<file path="config.mk">
export PLATFORM = sky130hd
export DESIGN_NAME = tfe_irq_ctrl
export DESIGN_NICKNAME = d
export VERILOG_FILES = /design/src/include/tfe_pkg.sv /design/src/tfe_sync.sv /design/src/tfe_sticky.sv /design/src/tfe_irq_ctrl.sv
export SDC_FILE = /design/constraint.sdc
export NUM_CORES = 1
export LEC_CHECK = 0
export BUFFER_PORTS_ARGS = -buffer_cell sky130_fd_sc_hd__buf_2
export CAP_MARGIN = 20
export CORE_ASPECT_RATIO = 0.7
export CORE_MARGIN = 3
export CORE_UTILIZATION = 34
export DETAILED_ROUTE_END_ITERATION = 10
export MAX_ROUTING_LAYER = met4
export PLACE_DENSITY = 0.8
export SLEW_MARGIN = 40
export SYNTH_ARGS = -nofsm -noshare
export SYNTH_HDL_FRONTEND = slang
export SYNTH_SLANG_ARGS = --single-unit
export TNS_END_PERCENT = 10
</file>
<file path="constraint.sdc">
create_clock -name sys_clk_i -period 1.37 [get_ports sys_clk_i]
set_input_delay 0.137 -clock sys_clk_i [delete_from_list [all_inputs] [get_ports sys_clk_i]]
set_output_delay 0.137 -clock sys_clk_i [all_outputs]
set_load 0.02 [all_outputs]
</file>
<file path="src/include/tfe_pkg.sv">
// Shared constants and types for the timer-0 flag and ext-irq-1 block.
// Assumes a 32-bit Avalon-MM slave port with byte addresses.
package tfe_pkg;

	// Bus geometry
	localparam int ADDR_W = 4;
	localparam int DATA_W = 32;
	localparam int BE_W = 4;

	// Register byte offsets
	localparam logic [3:0] OFS_CTRL = 4'h0;
	localparam logic [3:0] OFS_IRQ_STS = 4'h4;
	localparam logic [3:0] OFS_IRQ_MSK = 4'h8;
	localparam logic [3:0] OFS_PIN = 4'hC;

	// Control register field positions
	localparam int BIT_OVF_FLAG = 5;
	localparam int BIT_RUN = 4;
	localparam int BIT_DET_FLAG = 3;
	localparam int BIT_TRIG_TYPE = 2;

	// Interrupt status and mask field positions
	localparam int IRQ_W = 2;
	localparam int IRQ_OVF = 0;
	localparam int IRQ_DET = 1;

	// Pin register field position
	localparam int BIT_PIN = 0;

	// Reset values
	localparam logic [7:0] CTRL_RST = 8'h00;
	localparam logic [1:0] IRQ_STS_RST = 2'h0;
	localparam logic [1:0] IRQ_MSK_RST = 2'h0;
	localparam logic PIN_IDLE = 1'b1;

	// Trigger type encoding held in the type bit
	localparam logic TRIG_LEVEL = 1'b0;
	localparam logic TRIG_EDGE = 1'b1;

	// Control byte layout
	typedef struct packed {
		logic [1:0] spare_hi;
		logic timer_zero_overflow_flag;
		logic timer_zero_run;
		logic ext_irq_one_detect_flag;
		logic ext_irq_one_trigger_type;
		logic [1:0] spare_lo;
	} tfe_ctrl_t;

	// One bus request as seen by the slave
	typedef struct packed {
		logic [ADDR_W-1:0] address;
		logic read;
		logic write;
		logic [DATA_W-1:0] writedata;
		logic [BE_W-1:0] byteenable;
	} tfe_req_t;

endpackage

</file>
<file path="src/tfe_sync.sv">
// Two-stage level synchroniser with a constant reset level.
// Assumes a single clock domain on the output side.
`timescale 1ns/1ps
module tfe_sync #(
	parameter logic RESET_VAL = 1'b1
) (
	// Clock and reset
	input wire logic clk_i,
	input wire logic reset_i,
	// Data
	input wire logic d_i,
	output logic q_o
);

	logic meta_q;
	logic sync_q;

	// First stage feeds only the second stage
	always_ff @(posedge clk_i or posedge reset_i)
	begin
		if (reset_i)
		begin
			meta_q <= RESET_VAL;
			sync_q <= RESET_VAL;
		end
		else
		begin
			meta_q <= d_i;
			sync_q <= meta_q;
		end
	end

	assign q_o = sync_q;

endmodule

</file>
<file path="src/tfe_sticky.sv">
// Sticky event bits cleared by writing one; a set beats a clear.
// Assumes set and clear strobes are synchronous to clk_i.
`timescale 1ns/1ps
module tfe_sticky #(
	parameter int WIDTH = 2
) (
	// Clock and reset
	input wire logic clk_i,
	input wire logic reset_i,
	// Events and clears
	input wire logic [WIDTH-1:0] set_i,
	input wire logic [WIDTH-1:0] clr_i,
	output logic [WIDTH-1:0] q_o
);

	logic [WIDTH-1:0] bits_q;

	// Events landing on a clear cycle survive
	always_ff @(posedge clk_i or posedge reset_i)
	begin
		if (reset_i)
			bits_q <= '0;
		else
			bits_q <= set_i | (bits_q & ~clr_i);
	end

	assign q_o = bits_q;

endmodule

</file>
<file path="src/tfe_irq_ctrl.sv">
// Timer-0 overflow flag and run bit, ext-irq-1 detect flag and type.
// Assumes overflow and service-entry strobes are one-cycle pulses from
// the timer and interrupt core on sys_clk_i; pin is active low.
//
// Implementation choices: the address map and the Avalon-MM slave port.
`timescale 1ns/1ps

module tfe_irq_ctrl (
	// Clock and reset
	input wire logic sys_clk_i,
	input wire logic reset_i,
	// Avalon-MM slave
	input wire logic [tfe_pkg::ADDR_W-1:0] avs_address_i,
	input wire logic avs_read_i,
	input wire logic avs_write_i,
	input wire logic [tfe_pkg::DATA_W-1:0] avs_writedata_i,
	input wire logic [tfe_pkg::BE_W-1:0] avs_byteenable_i,
	output logic [tfe_pkg::DATA_W-1:0] avs_readdata_o,
	output logic avs_waitrequest_o,
	// Timer and interrupt core
	input wire logic timer_overflow_i,
	input wire logic t0_isr_enter_i,
	input wire logic ext1_isr_enter_i,
	output logic timer_zero_run_o,
	output logic timer_zero_overflow_flag_o,
	output logic ext_irq_one_detect_flag_o,
	output logic ext_irq_one_trigger_type_o,
	// External pin
	input wire logic ext_irq_one_pin_n_i,
	// Interrupt
	output logic irq_o
);

	tfe_pkg::tfe_req_t req;
	tfe_pkg::tfe_ctrl_t wr_ctrl;
	logic wait_q;
	logic [tfe_pkg::DATA_W-1:0] rdata_q;
	logic [tfe_pkg::DATA_W-1:0] rdata_d;
	logic acc;
	logic wr_ok;
	logic ctrl_wr;
	logic sts_wr;
	logic msk_wr;
	logic ovf_flag_q;
	logic ovf_flag_d;
	logic run_q;
	logic det_q;
	logic det_d;
	logic trig_type_q;
	logic pin_s;
	logic pin_prev_q;
	logic fall;
	logic [tfe_pkg::IRQ_W-1:0] sts;
	logic [tfe_pkg::IRQ_W-1:0] sts_set;
	logic [tfe_pkg::IRQ_W-1:0] sts_clr;
	logic [tfe_pkg::IRQ_W-1:0] msk_q;
	logic irq_q;

	assign req.address = avs_address_i;
	assign req.read = avs_read_i;
	assign req.write = avs_write_i;
	assign req.writedata = avs_writedata_i;
	assign req.byteenable = avs_byteenable_i;
	assign wr_ctrl = req.writedata[7:0];

	// Bus handshake: one wait cycle, then the transfer completes
	always_ff @(posedge sys_clk_i or posedge reset_i)
	begin
		if (reset_i)
			wait_q <= 1'b1;
		else if ((req.read || req.write) && wait_q)
			wait_q <= 1'b0;
		else
			wait_q <= 1'b1;
	end

	assign acc = (req.read || req.write) && !wait_q;
	assign wr_ok = acc && req.write && req.byteenable[0];
	assign ctrl_wr = wr_ok && (req.address == tfe_pkg::OFS_CTRL);
	assign sts_wr = wr_ok && (req.address == tfe_pkg::OFS_IRQ_STS);
	assign msk_wr = wr_ok && (req.address == tfe_pkg::OFS_IRQ_MSK);

	// Read mux; unmapped offsets read as zero
	always_comb
	begin
		rdata_d = '0;
		if (req.address == tfe_pkg::OFS_CTRL)
		begin
			rdata_d[tfe_pkg::BIT_OVF_FLAG] = ovf_flag_q;
			rdata_d[tfe_pkg::BIT_RUN] = run_q;
			rdata_d[tfe_pkg::BIT_DET_FLAG] = det_q;
			rdata_d[tfe_pkg::BIT_TRIG_TYPE] = trig_type_q;
		end
		else if (req.address == tfe_pkg::OFS_IRQ_STS)
			rdata_d[tfe_pkg::IRQ_W-1:0] = sts;
		else if (req.address == tfe_pkg::OFS_IRQ_MSK)
			rdata_d[tfe_pkg::IRQ_W-1:0] = msk_q;
		else if (req.address == tfe_pkg::OFS_PIN)
			rdata_d[tfe_pkg::BIT_PIN] = pin_s;
	end

	// Data captured in the wait cycle stand at the completing edge
	always_ff @(posedge sys_clk_i or posedge reset_i)
	begin
		if (reset_i)
			rdata_q <= '0;
		else if (req.read && wait_q)
			rdata_q <= rdata_d;
	end

	// Overflow flag: hardware set beats service clear and software write
	always_comb
	begin
		ovf_flag_d = ovf_flag_q;
		if (ctrl_wr)
			ovf_flag_d = wr_ctrl.timer_zero_overflow_flag;
		else if (t0_isr_enter_i)
			ovf_flag_d = 1'b0;
		if (timer_overflow_i)
			ovf_flag_d = 1'b1;
	end

	always_ff @(posedge sys_clk_i or posedge reset_i)
	begin
		if (reset_i)
			ovf_flag_q <= tfe_pkg::CTRL_RST[tfe_pkg::BIT_OVF_FLAG];
		else
			ovf_flag_q <= ovf_flag_d;
	end

	// Run bit only changes by software
	always_ff @(posedge sys_clk_i or posedge reset_i)
	begin
		if (reset_i)
			run_q <= tfe_pkg::CTRL_RST[tfe_pkg::BIT_RUN];
		else if (ctrl_wr)
			run_q <= wr_ctrl.timer_zero_run;
	end

	// Trigger type select
	always_ff @(posedge sys_clk_i or posedge reset_i)
	begin
		if (reset_i)
			trig_type_q <= tfe_pkg::CTRL_RST[tfe_pkg::BIT_TRIG_TYPE];
		else if (ctrl_wr)
			trig_type_q <= wr_ctrl.ext_irq_one_trigger_type;
	end

	// Pin synchroniser; idle level is high
	tfe_sync #(
		.RESET_VAL(tfe_pkg::PIN_IDLE)
	) u_pin_sync (
		.clk_i(sys_clk_i),
		.reset_i(reset_i),
		.d_i(ext_irq_one_pin_n_i),
		.q_o(pin_s)
	);

	// Previous sample taken from the synchronised level only
	always_ff @(posedge sys_clk_i or posedge reset_i)
	begin
		if (reset_i)
			pin_prev_q <= tfe_pkg::PIN_IDLE;
		else
			pin_prev_q <= pin_s;
	end

	assign fall = pin_prev_q && !pin_s;

	// Detect flag; in level mode writes are overridden by the pin
	always_comb
	begin
		det_d = det_q;
		if (trig_type_q == tfe_pkg::TRIG_EDGE)
		begin
			if (ctrl_wr)
				det_d = wr_ctrl.ext_irq_one_detect_flag;
			else if (ext1_isr_enter_i)
				det_d = 1'b0;
			if (fall)
				det_d = 1'b1;
		end
		else
			det_d = !pin_s;
	end

	always_ff @(posedge sys_clk_i or posedge reset_i)
	begin
		if (reset_i)
			det_q <= tfe_pkg::CTRL_RST[tfe_pkg::BIT_DET_FLAG];
		else
			det_q <= det_d;
	end

	// Sticky events on each flag rising, whatever raised it
	always_comb
	begin
		sts_set = '0;
		sts_set[tfe_pkg::IRQ_OVF] = ovf_flag_d && !ovf_flag_q;
		sts_set[tfe_pkg::IRQ_DET] = det_d && !det_q;
		sts_clr = '0;
		if (sts_wr)
			sts_clr = req.writedata[tfe_pkg::IRQ_W-1:0];
	end

	tfe_sticky #(
		.WIDTH(tfe_pkg::IRQ_W)
	) u_sts (
		.clk_i(sys_clk_i),
		.reset_i(reset_i),
		.set_i(sts_set),
		.clr_i(sts_clr),
		.q_o(sts)
	);

	always_ff @(posedge sys_clk_i or posedge reset_i)
	begin
		if (reset_i)
			msk_q <= tfe_pkg::IRQ_MSK_RST;
		else if (msk_wr)
			msk_q <= req.writedata[tfe_pkg::IRQ_W-1:0];
	end

	// Registered, so the line lags the status bit by one cycle
	always_ff @(posedge sys_clk_i or posedge reset_i)
	begin
		if (reset_i)
			irq_q <= 1'b0;
		else
			irq_q <= |(sts & msk_q);
	end

	assign avs_readdata_o = rdata_q;
	assign avs_waitrequest_o = wait_q;
	assign timer_zero_run_o = run_q;
	assign timer_zero_overflow_flag_o = ovf_flag_q;
	assign ext_irq_one_detect_flag_o = det_q;
	assign ext_irq_one_trigger_type_o = trig_type_q;
	assign irq_o = irq_q;
endmodule

</file>
==> metrics.md <==
| Metric | Value |
|---|---|
| Outcome | finished, violations left |
| Violated checks | negative setup slack |
| Clock Skew | 1.354 ps |
| Vias in the first global route | 688 |
| Largest net degree at the start of global routing | 20 |
| Bufs on Longest Clock Path | 2 |
| All-Layer GR Usage | 11.73% |
| Synth Area in Simple Gates | between 10% and 20% |
| Die area | 3670 um2 |
| Crit-path cells | and3b_2, and2_4, a221o_1 |
| HP Class | in2reg |
| GR met1 Demand/Resource | 14.44% |
| Clock transition at path regs | 60 ps |
| Crit start category | flop |
| Mux cell area share after synthesis | 6.320% |
| Max FO, Critical Path | 5 |
| Antenna-violating nets left | 0 |
| Avg Cell Area, Syn | about 12 um2 |
| Rows | 15 |
| Final period util | 100.8% |
| Root buffer cell | clkbuf_8 |
| Area growth, synth to finish | 18.59% |
| Mapped Cells | 86 |
| Finished Layout Cells | 159 |
| Synth Area in Adders | 0% |
| Die H | just over 50 um |
| First-pass GRT wire length | 3.229 mm |
| Largest family of logic cells by synthesized area | buffers and inverters |
| TNS Setup | -11.02 ps |
| CP max-delay cell | dfstp_2 |
| Top cells by count, synth | buf_4, dfrtp_1, a22o_1 |
| RSZ-0062 raised after global routing | true |
| Xor/xnor cell area share of the yosys netlist | 0% |
| GRT Residual Overflow | 0 |
| Cell taking the most area after synthesis | dfrtp_1 |
| Starting DRC count in detailed routing | 32 |
| Top-area cell type share of the netlist area | 37.17% |
| Multi-input gate area | 417.9 um2 |
| Setup slack after layout | -11.02 ps |
| M2 GR Usage | a little under a fifth |
| PortBufs | 30 |
| Via count | 741 |
| Final WL | between 2 and 2.5 mm |
| Number of vias per cell | 4.660 |
| IR drop worst, VDD | 604.2 uV |
| Met3 Usage GRT | ~4.8% |
| Fin crit period | roughly 1400 ps |
| Synth warn | 0 |
| Ratio of cells with drive above 1 in the final layout | 41.60% |
| Pre-antenna DRT Iters | 4 |
| Diode count | 0 |
| Clock latency on the worst-skew pair | 250 ps |
| Inserted Clock Buffers | 3 |
| Setup-failing EPs final | 1 |
| Worst Path Required | around 1500 ps |
| Most common cell in the netlist | buf_4 |
| Avg WL per Cell | approximately 13 um |
| Final Hold Vio Count | 0 |
| Number of flops mapped to enable cells by yosys | 0 |
| # DRC | 0 |
| Core box area | between 2000 and 3000 um2 |
| Initial Util | about two fifths |
| Antenna violations before repair | 0 |
| Compound-Gate Fraction of Synth Area | about an eighth |
| Grt peak-use layer | met2 |
| Category of the most critical setup path | reg2reg |
| Detailed Place HPWL | roughly 1.7 mm |
| # H-tree levels | 1 |
| Syn Std Cell Area | 1010 um2 |
| Layout filler cell count | 264 |
| Top FF cell, synth | dfrtp_1 |
| Nature of the critical path endpoint | flop |
| Post-synth ARST share | 100.0% |
| Max Freq | 724.1 MHz |
| MaxCap Viol Count | 0 |
| Synthesized flop and latch total | 19 |
| Leakage | 0.6226 nW |
| # placed instances | 152 |
| Sequential cell area | 480.5 um2 |
| Register area share after synthesis | 47.58% |
| TritonCTS clock tree | done |
| CTS sink cnt | 19 |
| CP Data Arrival Time | 1520 ps |
| GP Congestion | 0.7268 |
| Post-synthesis cell type count | 26 |
| Pwr/cell area | 1093 nW/um2 |
| Critical path's largest stage delay | 530 ps |
| Max FFs per register | 6 |
| Layout Nets | about 170 |
| Ports | 86 |
| Fin. max-slew vios | 0 |
| Area contributors post-synth | dfrtp_1, buf_4, dfstp_2 |
| Die X | 71.14 um |
[power by group]
group          internal (mW)  leakage (nW)  switching, mW
registers              0.612         0.231         0.0339
logic                  0.103         0.368          0.179
clock network          0.207        0.0228          0.174
[path summary, 6_finish.rpt]
kind	startpoint	to	slack, ps	depth (start not counted)
max	avs_waitrequest_o	u_sts.q_o[1]	-10	3
min	avs_write_i	avs_waitrequest_o	50	2
max reg2reg	avs_waitrequest_o	u_sts.q_o[1]	-10	3
min reg2reg	u_pin_sync.meta_q	u_pin_sync.q_o	360	0
max in group asynchronous	reset_i	pin_prev_q	660	4
min in group asynchronous	reset_i	u_sts.q_o[0]	450	4
[layer usage]
| layer | wire, um | vias up | part of all wire, % |
|---|---|---|---|
| li1 | - | 334 | - |
| met1 | 849 | 357 | 41 |
| met2 | 1007 | 47 | 48 |
| met3 | 217 | 3 | 10 |
| met4 | 11 | 0 | 0.53 |
| met5 | 0 | - | 0 |
[critical path: cells and delay by family (launching register included)]
| family | cells | cell delay, ps |
|---|---|---|
| AND/OR/NAND/NOR | 2 | 420 |
| flip-flops | 1 | 530 |
| AO/OA/AOI/OAI | 1 | 310 |
[cells in the final DEF, fill, tap and decap left out, drive strengths merged]
| cell | instances |
|---|---|
| dlygate4sd3 | 2 |
| dfrtp | 15 |
| and2b | 1 |
| nor3 | 2 |
| nor2 | 1 |
| nor4 | 1 |
| dfstp | 4 |
| mux2 | 5 |
| o221ai | 1 |
| nand2b | 1 |
| and3b | 2 |
| a221o | 1 |
| a22o | 9 |
| o2bb2ai | 1 |
| nor2b | 3 |
| nand4 | 3 |
| o21ai | 2 |
| conb | 26 |
| buf | 35 |
| nand2 | 1 |
| inv | 1 |
| nand3b | 1 |
| and2 | 1 |
| nand3 | 1 |
| a31oi | 1 |
| clkbuf | 4 |
[through the flow]
stage | power (mW) | area (um2) | worst slack [ps] | utilization (%) | hold slack [ps]
floorplan | 0.8911 | 1104 | -111.0 | - | 85.17
global placement | 0.9227 | 1120 | 16.40 | 42.32 | 168.8
detailed placement | 0.9314 | 1120 | -4.176 | 42.32 | 163.4
CTS | 1.328 | 1185 | -13.93 | 44.78 | 34.60
global route | 1.385 | 1197 | -48.17 | 45.25 | 56.04
finish | 1.309 | 1197 | -11.02 | 45.25 | 45.28
[cell families (layout without fill, tap and decap cells)]
kind of cell	after synthesis	after routing
compound gates	15	15
buf+inv	28	42
flops	19	19
other cells	1	26
mux	5	5
simple gates	18	18
[cell type report]
class | count | area share [%]
Sequential cell | 19 | 40.13
Multi-Input combinational cell | 64 | 34.90
Timing Repair Buffer | 37 | 17.35
Clock buffer | 4 | 3.762
Tap cell | 34 | 3.553
Inverter | 1 | 0.3135
[what timing repair did]
| action | CTS | global route |
|---|---|---|
| setup buffers | 0 | 1 |
| setup endpoints to repair | 1 | 10 |
| hold endpoints to repair | 16 | 0 |
| gates resized for setup | 0 | 3 |
| hold buffers | 2 | 0 |
Note: power is estimated with default switching activity, not from simulation.
